### config.mk
export PLATFORM = sky130hd
export DESIGN_NAME = gated_latch_array
export DESIGN_NICKNAME = d
export VERILOG_FILES = /design/src/logic/gated_latch_pkg.sv /design/src/logic/latch_ctrl_if.sv /design/src/logic/gated_latch_array.sv /design/src/logic/latch_mode_decode.sv /design/src/logic/latch_storage.sv
export VERILOG_INCLUDE_DIRS = /design/src /design/src/logic
export SDC_FILE = /design/constraint.sdc
export NUM_CORES = 1
export LEC_CHECK = 0
export ABC_CLOCK_PERIOD_IN_PS = 1500
export BUFFER_PORTS_ARGS = -buffer_cell sky130_fd_sc_hd__clkbuf_2
export CORE_ASPECT_RATIO = 0.7
export CORE_MARGIN = 2
export CORE_UTILIZATION = 52
export CTS_BUF_LIST = sky130_fd_sc_hd__clkbuf_4
export DETAILED_ROUTE_END_ITERATION = 10
export PLACE_DENSITY_LB_ADDON = 0.12
export RECOVER_POWER = 50
export REMOVE_ABC_BUFFERS = 1
export SKIP_CTS_REPAIR_TIMING = 1
export SYNTH_ARGS = -nofsm -noshare
export SYNTH_HDL_FRONTEND = slang
export SYNTH_HIERARCHICAL = 1
export SYNTH_SLANG_ARGS = --single-unit
### constraint.sdc
create_clock -name sys_clk_i -period 1.5 [get_ports sys_clk_i]
set_input_delay 0 -clock sys_clk_i [delete_from_list [all_inputs] [get_ports sys_clk_i]]
set_output_delay 0 -clock sys_clk_i [all_outputs]
set_load 0.05 [all_outputs]
### src/logic/gated_latch_defines.svh
`ifndef GATED_LATCH_DEFINES_SVH
`define GATED_LATCH_DEFINES_SVH

// ==========================================================================
// array size and reset values
// ==========================================================================
// default number of latches in each array
`define LATCH_COUNT_DEFAULT 4
// true output after reset: cleared
`define LATCH_RESET_Q 1'b0
// complement output after reset
`define LATCH_RESET_QC 1'b1
// unstable marker after reset
`define LATCH_RESET_UNSTABLE 1'b0

`endif

### src/logic/gated_latch_pkg.sv
`default_nettype none

package gated_latch_pkg;

    // ======================================================================
    // shared control modes
    // ======================================================================
    // one mode for the whole array, decoded from preset, clear and gate
    typedef enum logic [2:0] {
        MODE_CLEAR    = 3'b000, // clear active alone
        MODE_PRESET   = 3'b001, // preset active alone
        MODE_CONFLICT = 3'b010, // preset and clear both active
        MODE_HOLD     = 3'b011, // both inactive, gate low
        MODE_OPEN     = 3'b100  // both inactive, gate high
    } latch_mode_t;

endpackage

`default_nettype wire

### src/logic/latch_ctrl_if.sv
`timescale 1ns/10ps
`default_nettype none

// ==========================================================================
// shared control carrier between decoder and latch arrays
// ==========================================================================
interface latch_ctrl_if;
    gated_latch_pkg::latch_mode_t mode; // array-wide mode

    modport decoder (output mode);
    modport bank    (input  mode);
endinterface

`default_nettype wire

### src/logic/gated_latch_array.sv
`timescale 1ns/10ps
`default_nettype none
`include "gated_latch_defines.svh"

// ==========================================================================
// gated latch array: set/reset variant and data variant side by side
// ==========================================================================
// the latches are modelled on the system clock: the levels of the shared
// controls and of each latch input are sampled every edge, and the outputs
// show the result one cycle later. this trades a cycle of latency for a
// design free of real latches and combinational loops.

module gated_latch_array #(
    parameter int unsigned LATCH_COUNT = `LATCH_COUNT_DEFAULT
) (
    input  wire logic                   sys_clk_i,         // system clock
    input  wire logic                   sys_rst_i,         // synchronous reset, high
    input  wire logic                   preset_n_i,        // shared preset, active low
    input  wire logic                   clear_n_i,         // shared clear, active low
    input  wire logic                   gate_i,            // shared gate level
    input  wire logic [LATCH_COUNT-1:0] set_i,             // set inputs
    input  wire logic [LATCH_COUNT-1:0] reset_i,           // reset inputs
    input  wire logic [LATCH_COUNT-1:0] data_i,            // data inputs
    output var  logic [LATCH_COUNT-1:0] sr_q_o,            // set/reset true outputs
    output var  logic [LATCH_COUNT-1:0] sr_q_complement_o, // set/reset complements
    output var  logic [LATCH_COUNT-1:0] sr_unstable_o,     // set/reset unstable flags
    output var  logic [LATCH_COUNT-1:0] dl_q_o,            // data latch true outputs
    output var  logic [LATCH_COUNT-1:0] dl_q_complement_o, // data latch complements
    output var  logic [LATCH_COUNT-1:0] dl_unstable_o      // data latch unstable flags
);

    // ======================================================================
    // shared control decode
    // ======================================================================
    latch_ctrl_if ctrl ();

    // a single decoder serves both arrays so every latch sees one mode
    latch_mode_decode u_decode (
        .preset_n_i (preset_n_i),
        .clear_n_i  (clear_n_i),
        .gate_i     (gate_i),
        .ctrl       (ctrl.decoder)
    );

    // named mode strobes used by both arrays
    wire logic mode_clear;
    wire logic mode_preset;
    wire logic mode_conflict;
    wire logic mode_open;

    assign mode_clear    = (ctrl.mode == gated_latch_pkg::MODE_CLEAR);
    assign mode_preset   = (ctrl.mode == gated_latch_pkg::MODE_PRESET);
    assign mode_conflict = (ctrl.mode == gated_latch_pkg::MODE_CONFLICT);
    assign mode_open     = (ctrl.mode == gated_latch_pkg::MODE_OPEN);

    // ======================================================================
    // next values, one slice per latch
    // ======================================================================
    wire logic [LATCH_COUNT-1:0] sr_q_d;
    wire logic [LATCH_COUNT-1:0] sr_qc_d;
    wire logic [LATCH_COUNT-1:0] sr_unst_d;
    wire logic [LATCH_COUNT-1:0] dl_q_d;
    wire logic [LATCH_COUNT-1:0] dl_qc_d;
    wire logic [LATCH_COUNT-1:0] dl_unst_d;

    for (genvar i = 0; i < LATCH_COUNT; i++) begin : g_latch
        // set/reset input combinations seen while the gate is open
        wire logic sr_set;
        wire logic sr_rst;
        wire logic sr_both;

        assign sr_set  = mode_open & set_i[i] & ~reset_i[i];
        assign sr_rst  = mode_open & ~set_i[i] & reset_i[i];
        assign sr_both = mode_open & set_i[i] & reset_i[i];

        // overrides first, then gate level; hold otherwise covers gate low
        // and the open gate with set and reset both low
        assign sr_q_d[i] = mode_clear                ? 1'b0 :
                           mode_preset               ? 1'b1 :
                           (mode_conflict | sr_both) ? 1'bx :
                           sr_set                    ? 1'b1 :
                           sr_rst                    ? 1'b0 :
                                                       sr_q_o[i];

        assign sr_qc_d[i] = mode_clear                ? 1'b1 :
                            mode_preset               ? 1'b0 :
                            (mode_conflict | sr_both) ? 1'bx :
                            sr_set                    ? 1'b0 :
                            sr_rst                    ? 1'b1 :
                                                        sr_q_complement_o[i];

        // the flag survives a hold, so a held unknown stays marked
        assign sr_unst_d[i] = (mode_conflict | sr_both) ? 1'b1 :
                              (mode_clear | mode_preset | sr_set | sr_rst) ? 1'b0 :
                                                        sr_unstable_o[i];

        // data latch: transparent while the gate is high
        assign dl_q_d[i] = mode_clear    ? 1'b0 :
                           mode_preset   ? 1'b1 :
                           mode_conflict ? 1'bx :
                           mode_open     ? data_i[i] :
                                           dl_q_o[i];

        assign dl_qc_d[i] = mode_clear    ? 1'b1 :
                            mode_preset   ? 1'b0 :
                            mode_conflict ? 1'bx :
                            mode_open     ? ~data_i[i] :
                                            dl_q_complement_o[i];

        // an open gate or a lone clear or preset always leaves a defined value
        assign dl_unst_d[i] = mode_conflict ? 1'b1 :
                              (mode_clear | mode_preset | mode_open) ? 1'b0 :
                                              dl_unstable_o[i];
    end

    // ======================================================================
    // storage, one bank per variant, sized by the latch count
    // ======================================================================
    // outputs come straight from the bank flops
    latch_storage #(
        .WIDTH (LATCH_COUNT)
    ) u_sr_bank (
        .sys_clk_i (sys_clk_i),
        .sys_rst_i (sys_rst_i),
        .q_d_i     (sr_q_d),
        .qc_d_i    (sr_qc_d),
        .unst_d_i  (sr_unst_d),
        .q_o       (sr_q_o),
        .qc_o      (sr_q_complement_o),
        .unst_o    (sr_unstable_o)
    );

    latch_storage #(
        .WIDTH (LATCH_COUNT)
    ) u_dl_bank (
        .sys_clk_i (sys_clk_i),
        .sys_rst_i (sys_rst_i),
        .q_d_i     (dl_q_d),
        .qc_d_i    (dl_qc_d),
        .unst_d_i  (dl_unst_d),
        .q_o       (dl_q_o),
        .qc_o      (dl_q_complement_o),
        .unst_o    (dl_unstable_o)
    );

    // ======================================================================
    // checks
    // ======================================================================
    // stability checks only look at arrays with no latch marked unstable,
    // since an unknown pair cannot be compared with itself
    wire logic ctrl_clear;
    wire logic ctrl_preset;
    wire logic ctrl_open;
    wire logic ctrl_closed;
    wire logic sr_all_defined;
    wire logic dl_all_defined;

    assign ctrl_clear     = preset_n_i & ~clear_n_i;
    assign ctrl_preset    = ~preset_n_i & clear_n_i;
    assign ctrl_open      = preset_n_i & clear_n_i & gate_i;
    assign ctrl_closed    = preset_n_i & clear_n_i & ~gate_i;
    assign sr_all_defined = (sr_unstable_o == '0);
    assign dl_all_defined = (dl_unstable_o == '0);

    a_clear_forces_low: assert property (@(posedge sys_clk_i) disable iff (sys_rst_i)
        ctrl_clear |=> (sr_q_o == '0) && (sr_q_complement_o == '1)
                    && (dl_q_o == '0) && (dl_q_complement_o == '1))
        else $error("clear did not force outputs low");

    a_preset_forces_high: assert property (@(posedge sys_clk_i) disable iff (sys_rst_i)
        ctrl_preset |=> (sr_q_o == '1) && (sr_q_complement_o == '0)
                     && (dl_q_o == '1) && (dl_q_complement_o == '0))
        else $error("preset did not force outputs high");

    a_conflict_marks_unstable: assert property (@(posedge sys_clk_i) disable iff (sys_rst_i)
        (!preset_n_i && !clear_n_i) |=> (sr_unstable_o == '1) && (dl_unstable_o == '1))
        else $error("preset with clear not flagged unstable");

    a_sr_gate_hold: assert property (@(posedge sys_clk_i) disable iff (sys_rst_i)
        (ctrl_closed && sr_all_defined) |=> $stable(sr_q_o) && $stable(sr_q_complement_o)
                                         && sr_all_defined)
        else $error("set/reset latch changed with gate low");

    a_sr_idle_hold: assert property (@(posedge sys_clk_i) disable iff (sys_rst_i)
        (ctrl_open && sr_all_defined)
        |=> (((sr_q_o ^ $past(sr_q_o)) & ~($past(set_i) | $past(reset_i))) == '0))
        else $error("set/reset latch moved with set and reset low");

    a_sr_reset_low: assert property (@(posedge sys_clk_i) disable iff (sys_rst_i)
        ctrl_open |=> ((sr_q_o & ~$past(set_i) & $past(reset_i)) == '0)
                   && ((~sr_q_complement_o & ~$past(set_i) & $past(reset_i)) == '0))
        else $error("reset did not clear the set/reset latch");

    a_sr_set_high: assert property (@(posedge sys_clk_i) disable iff (sys_rst_i)
        ctrl_open |=> ((~sr_q_o & $past(set_i) & ~$past(reset_i)) == '0)
                   && ((sr_q_complement_o & $past(set_i) & ~$past(reset_i)) == '0))
        else $error("set did not set the set/reset latch");

    a_sr_both_unstable: assert property (@(posedge sys_clk_i) disable iff (sys_rst_i)
        ctrl_open |=> ((~sr_unstable_o & $past(set_i) & $past(reset_i)) == '0)
                   && ((sr_unstable_o & ($past(set_i) ^ $past(reset_i))) == '0))
        else $error("set with reset not flagged unstable");

    a_dl_transparent: assert property (@(posedge sys_clk_i) disable iff (sys_rst_i)
        ctrl_open |=> (dl_q_o == $past(data_i)) && (dl_q_complement_o == ~$past(data_i))
                   && dl_all_defined)
        else $error("data latch not transparent with gate high");

    a_dl_gate_hold: assert property (@(posedge sys_clk_i) disable iff (sys_rst_i)
        (ctrl_closed && dl_all_defined) |=> $stable(dl_q_o) && $stable(dl_q_complement_o))
        else $error("data latch changed with gate low");

    a_shared_gate_hold: assert property (@(posedge sys_clk_i) disable iff (sys_rst_i)
        (ctrl_closed && sr_all_defined && dl_all_defined) [*2]
        |=> $stable(sr_q_o) && $stable(dl_q_o))
        else $error("a latch moved while the shared gate was low");

    a_level_follow: assert property (@(posedge sys_clk_i) disable iff (sys_rst_i)
        ctrl_open ##1 ctrl_open |=> (dl_q_o == $past(data_i))
                                 && (dl_q_complement_o == ~$past(data_i)))
        else $error("data latch stopped following with gate held high");

    a_unstable_clears: assert property (@(posedge sys_clk_i) disable iff (sys_rst_i)
        (!preset_n_i && !clear_n_i) ##1 ctrl_clear
        |=> sr_all_defined && dl_all_defined && (dl_q_o == '0))
        else $error("unstable flag not cleared by clear");

    // ======================================================================
    // pairing and flag checks
    // ======================================================================
    // a latch whose flag is low must show a proper true/complement pair,
    // otherwise downstream logic would trust a value that is not safe;
    // an unknown pair is let through only where the flag is raised
    a_sr_pair_valid: assert property (@(posedge sys_clk_i) disable iff (sys_rst_i)
        ((sr_q_o ^ sr_q_complement_o) | sr_unstable_o) == '1)
        else $error("defined set/reset latch without a complement pair");

    a_dl_pair_valid: assert property (@(posedge sys_clk_i) disable iff (sys_rst_i)
        ((dl_q_o ^ dl_q_complement_o) | dl_unstable_o) == '1)
        else $error("defined data latch without a complement pair");

    // one override writes a defined value into every latch of both arrays
    a_override_defines: assert property (@(posedge sys_clk_i) disable iff (sys_rst_i)
        (ctrl_clear || ctrl_preset) |=> sr_all_defined && dl_all_defined)
        else $error("override left a latch flagged unstable");

    // a closed gate keeps the flags too, so a held unknown stays marked
    a_sr_flag_hold: assert property (@(posedge sys_clk_i) disable iff (sys_rst_i)
        ctrl_closed |=> $stable(sr_unstable_o))
        else $error("set/reset flags changed with gate low");

    a_dl_flag_hold: assert property (@(posedge sys_clk_i) disable iff (sys_rst_i)
        ctrl_closed |=> $stable(dl_unstable_o))
        else $error("data latch flags changed with gate low");

    a_sr_idle_flag: assert property (@(posedge sys_clk_i) disable iff (sys_rst_i)
        ctrl_open |=> (((sr_unstable_o ^ $past(sr_unstable_o)) & ~($past(set_i) | $past(reset_i))) == '0))
        else $error("set/reset flag moved with set and reset low");

    // the falling gate must not update: the last open sample stands
    a_gate_fall_hold: assert property (@(posedge sys_clk_i) disable iff (sys_rst_i)
        ctrl_open ##1 (ctrl_closed && dl_all_defined) |=> $stable(dl_q_o) && $stable(dl_q_complement_o))
        else $error("data latch updated on the falling gate");

    // the first high level already updates, no edge is waited for
    a_gate_rise_update: assert property (@(posedge sys_clk_i) disable iff (sys_rst_i)
        ctrl_closed ##1 ctrl_open |=> (dl_q_o == $past(data_i)) && dl_all_defined)
        else $error("data latch missed the first cycle of an open gate");

    // the conflict beats an open gate as well
    a_conflict_over_gate: assert property (@(posedge sys_clk_i) disable iff (sys_rst_i)
        (!preset_n_i && !clear_n_i && gate_i) |=> (sr_unstable_o == '1) && (dl_unstable_o == '1))
        else $error("open gate hid a preset with clear conflict");

    // flags only rise on a conflict or on an open gate
    a_flag_source: assert property (@(posedge sys_clk_i) disable iff (sys_rst_i)
        (ctrl_clear || ctrl_preset || ctrl_closed)
        |=> ((sr_unstable_o & ~$past(sr_unstable_o)) == '0)
         && ((dl_unstable_o & ~$past(dl_unstable_o)) == '0))
        else $error("unstable flag rose without a cause");

    // reset leaves every latch cleared and defined, so the
    // first cycle after release starts from a known pair
    a_reset_state: assert property (@(posedge sys_clk_i)
        sys_rst_i |=> (sr_q_o == '0) && (sr_q_complement_o == '1) && (sr_unstable_o == '0)
                   && (dl_q_o == '0) && (dl_q_complement_o == '1) && (dl_unstable_o == '0))
        else $error("reset did not leave every latch cleared");

endmodule

`default_nettype wire

### src/logic/latch_mode_decode.sv
`timescale 1ns/10ps
`default_nettype none

// ==========================================================================
// decode of the shared preset, clear and gate levels
// ==========================================================================
module latch_mode_decode (
    input  wire logic      preset_n_i, // shared preset, active low
    input  wire logic      clear_n_i,  // shared clear, active low
    input  wire logic      gate_i,     // shared gate level
    latch_ctrl_if.decoder  ctrl        // decoded mode out
);

    // preset and clear override the gate, so they are decoded first
    wire logic clear_only;
    wire logic preset_only;
    wire logic both_active;

    assign clear_only  = preset_n_i & ~clear_n_i;
    assign preset_only = ~preset_n_i & clear_n_i;
    assign both_active = ~preset_n_i & ~clear_n_i;

    // gate only matters once both overrides are released
    assign ctrl.mode = clear_only  ? gated_latch_pkg::MODE_CLEAR :
                       preset_only ? gated_latch_pkg::MODE_PRESET :
                       both_active ? gated_latch_pkg::MODE_CONFLICT :
                       gate_i      ? gated_latch_pkg::MODE_OPEN :
                                     gated_latch_pkg::MODE_HOLD;

endmodule

`default_nettype wire

### src/logic/latch_storage.sv
`timescale 1ns/10ps
`default_nettype none
`include "gated_latch_defines.svh"

// ==========================================================================
// storage flops for one latch array
// ==========================================================================
module latch_storage #(
    parameter int unsigned WIDTH = `LATCH_COUNT_DEFAULT
) (
    input  wire logic             sys_clk_i,  // system clock
    input  wire logic             sys_rst_i,  // synchronous reset, high
    input  wire logic [WIDTH-1:0] q_d_i,      // next true value
    input  wire logic [WIDTH-1:0] qc_d_i,     // next complement value
    input  wire logic [WIDTH-1:0] unst_d_i,   // next unstable marker
    output var  logic [WIDTH-1:0] q_o,        // true outputs, registered
    output var  logic [WIDTH-1:0] qc_o,       // complement outputs, registered
    output var  logic [WIDTH-1:0] unst_o      // unstable markers, registered
);

    // true and complement are kept apart so an unknown pair stays unknown
    always_ff @(posedge sys_clk_i) begin
        if (sys_rst_i) begin
            q_o    <= {WIDTH{`LATCH_RESET_Q}};
            qc_o   <= {WIDTH{`LATCH_RESET_QC}};
            unst_o <= {WIDTH{`LATCH_RESET_UNSTABLE}};
        end else begin
            q_o    <= q_d_i;
            qc_o   <= qc_d_i;
            unst_o <= unst_d_i;
        end
    end

endmodule

`default_nettype wire

==> results.txt <==
The clock tree root buffer cell was clkbuf_4. The logs give 410 ps for the reg2reg setup slack and 286 ps for the final worst setup slack. After detailed placement, the total cell area comes to 1460 sq um. On the final layout, the worst clock skew is 0 ps.

The tool flagged a number of max-cap violations equal to 0. The number of CTS-inserted buffers was 3. TritonCTS built the clock tree.

The total number of cells along the worst setup path works out to 6. The yosys synthesis warning count was 6; the arrival time reported for the critical path endpoint was 1430 ps. The type of the worst min-delay path was in2reg. The final standard cell area without fillers was 1450 sq um.

The tools report the wire length of the first global-routing pass as 4680 microns. The fraction of the cycle the final worst path needs is 0.809. The run gives 0 as the leftover overflow at the end of global routing. In this run, synthesis inferred 0 flip-flops with an integrated enable. At the end of the flow, the number of nets in the layout was 205.

The post-synthesis area per instance is 8.63 sq um. In the final layout, the multi-input gates occupy 666 sq um. The detail route stage leaves a number of antenna-violating nets equal to 0. For the pin with the worst max-slew slack, the measured transition is 598 ps. Total power per unit cell area: 1010 nW/um^2. Setup repair after global routing left no endpoint under its margin. The netlist uses 27 different library cells. In this run the deepest clock path goes through 2 buffers.

On the worst path, the slowest cell contributes a delay of 480 ps. The routability-driven placement congestion ratio was 0.802; the async set-or-reset flop fraction in the synthesized netlist was 0. Traced cell by cell, the critical path runs through clkbuf_2 > a21boi_1 > buf_4 > a211oi_1 > a211o_1 > or2_1. Along the worst path, the maximum fanout reaches 10. After clock tree synthesis, the clock-pin slew on the worst setup and hold paths is 130 ps. Portion of the post-synthesis area used by sequential elements: 0.392. After synthesis, the most frequently instantiated cells are 24 x dfxtp_1, 19 x nor2b_1, 14 x nor2_1. The run finished with clean final reports.

The area enclosed by the die boundary was 2770 sq um; the fraction of final layout cells with drive strength greater than 1 was 0.187. The critical path starts at clear_n_i. By area the synthesized netlist is led by dfxtp_1 39%, nor2b_1 9.7%, buf_6 4.6%.

The number of global-route vias before repair is 1052, and the number of I/O port buffers is 40. Measured in cells, the most critical reg-to-reg path has a length of 3. The number of standard cells after synthesis is 142, and the final-layout fill cell count is 204. For the number of antenna violations at the first check in global routing, the log shows 0.

Excluding fillers, the count of instances in the completed layout stands at 219. The critical path is of the in2reg type. The initial cell density of the core is 0.559. The instance count after placement with tap cells included was 215; the number of cells on the worst hold path was 4.

The total iterations of the first detailed-routing run is 4. Counting both buffers and inverters, the worst setup path holds a total of 2. Setup violations remaining at the end of the flow were counted as 0. For this run, the top clock speed supported by timing is 824 MHz. On the critical path, the stage with the largest delay is an instance of a21boi_1.

The cell leakage power was 0.616 nW. Register bit count reported by yosys: 24. The tools report the top-level I/O count as 41. Among all cell types in the netlist, the one instantiated most often is dfxtp_1. From synthesis to final layout, the design area changed by 18.7%. The proportion of netlist area held by the largest area contributor works out to 0.392.

The type of origin of the critical path was an input port. Setup total negative slack on the finished layout was measured at 0 ps. The beginning of the worst hold path is data_i[1].

The die is 44.6 microns tall. Category of the worst setup path capture point: a register. For the normalized max-slew margin, the log shows 0.603.

In the final routed layout, each cell accounts on average for 13.1 microns. The source-to-sink clock delay at the later pin of the worst-skew pair is 310 ps. Die width: 62.0 microns. The number of diodes added for antenna fixing is 0, and the footprint of the flip-flops and latches is 480 sq um. The cell family contributing the most delay on the critical path is compound AO/OA/AOI/OAI gates.

The routed layout has 1163 vias. The final critical delay including setup and external delays is 1210 ps, and the pin count of the biggest net entering global routing is 25. For the worst setup path, the data required time is 1720 ps. Using the TritonRoute via totals, the vias-per-cell ratio works out to 5.31. The flip-flop cell with the highest count after synthesis is dfxtp_1. For this block, the initial DRC count from the detailed router was 64.

In this run the cell area of the synthesized design comes to 1220 sq um. Estimated wirelength of the detail-placed design: 2080 microns. The cell accounting for the most synthesized area is dfxtp_1.

For the global-route usage over all layers, the log shows 0.229. For the number of sinks on the clock net, the log shows 24. For the post-route DRC violation count, the log shows 0. The worst slack at placement was 105 ps. The core box area came out at 2190 sq um. The beginning of the worst register-to-register path is u_sr_bank/qc_o[2]. The final hold violation count was 0. For the number of placement rows, the log shows 14. After detailed routing, the total wire length is 2860 microns. IR analysis of the VDD net gives a maximum drop of 0.699 mV.

The total number of H-tree levels is 1, and the number of max-slew violations in the final report is 0.
[metal layers]
| layer | wire length (microns) | track usage |
|---|---|---|
| met5 | 0 | 0 |
| met4 | 9 | 0.0511 |
| met3 | 182 | 0.0643 |
| met2 | 1360 | 0.360 |
| met1 | 1310 | 0.311 |
[worst register-to-register path, delay by kind of cell, from the launching register on]
family | cells | cell delay, ps
AOI/OAI and AO/OA | 1 | 310
and+or+nand+nor | 2 | 330
DFF | 1 | 350
[power by group]
group	switching [W]	leakage, nW	internal [W]
combinational	0.000321	0.402	0.000149
clock	0.000188	0.0154	0.0000974
sequential	0.0000291	0.198	0.000686
total	0.000538	0.616	0.000932
[sequential cells by signal, summed over array words and instances, names as in the netlist]
| signal | cells |
|---|---|
| u_dl_bank/q_o | 4 |
| u_sr_bank/unst_o | 4 |
| u_dl_bank/qc_o | 4 |
| u_sr_bank/qc_o | 4 |
| u_dl_bank/unst_o | 4 |
| u_sr_bank/q_o | 4 |
[path summary, 6_finish.rpt]
check                 endpoint
max          u_sr_bank/qc_o[3]
min           u_dl_bank/q_o[1]
max reg2reg  u_sr_bank/qc_o[2]
min reg2reg  u_dl_bank/qc_o[0]
[per-stage QoR]
step	utilization	hold slack, ps	power [W]
3_5_place_dp	0.666	391	0.00121
5_1_grt	0.664	89.1	0.00155
3_3_place_gp	0.666	379	0.00120
6_report	0.664	61.4	0.00147
4_1_cts	0.678	60.2	0.00149
2_1_floorplan	-	71.6	0.00106
[placed cells by master (no fill, tap or decap), types with 2 or more instances in the layout]
| cell type | n |
|---|---|
| a211o_1 | 3 |
| a211oi_1 | 3 |
| a211oi_2 | 2 |
| a21o_1 | 5 |
| a21oi_1 | 4 |
| a31oi_1 | 4 |
| and2b_1 | 3 |
| buf_4 | 9 |
| clkbuf_1 | 21 |
| clkbuf_2 | 19 |
| clkbuf_4 | 3 |
| dfxtp_1 | 24 |
| nand2_1 | 4 |
| nand2b_1 | 5 |
| nand3_1 | 4 |
| nor2_1 | 14 |
| nor2b_1 | 19 |
| nor3_1 | 6 |
| nor3b_1 | 6 |
| o21ai_0 | 8 |
| o21ai_1 | 5 |
| or2_1 | 9 |
[logic make-up (layout without fill, tap and decap cells)]
kind of cell | after synthesis | count (layout) | share of synthesized area
flops | 24 | 24 | 0.392
compound gates | 37 | 37 | 0.205
buf+inv | 8 | 53 | 0.0613
simple gates | 73 | 73 | 0.341
[cell type report]
| type | count | share of cell area |
|---|---|---|
| sequential | 24 | 0.330 |
| tap | 32 | 0.0275 |
| timing repair buffer | 49 | 0.166 |
| clock inverter | 1 | 0.00258 |
| clock buffer | 3 | 0.0155 |
| multi-input combinational | 110 | 0.458 |
(Power assumes the default switching activity.)
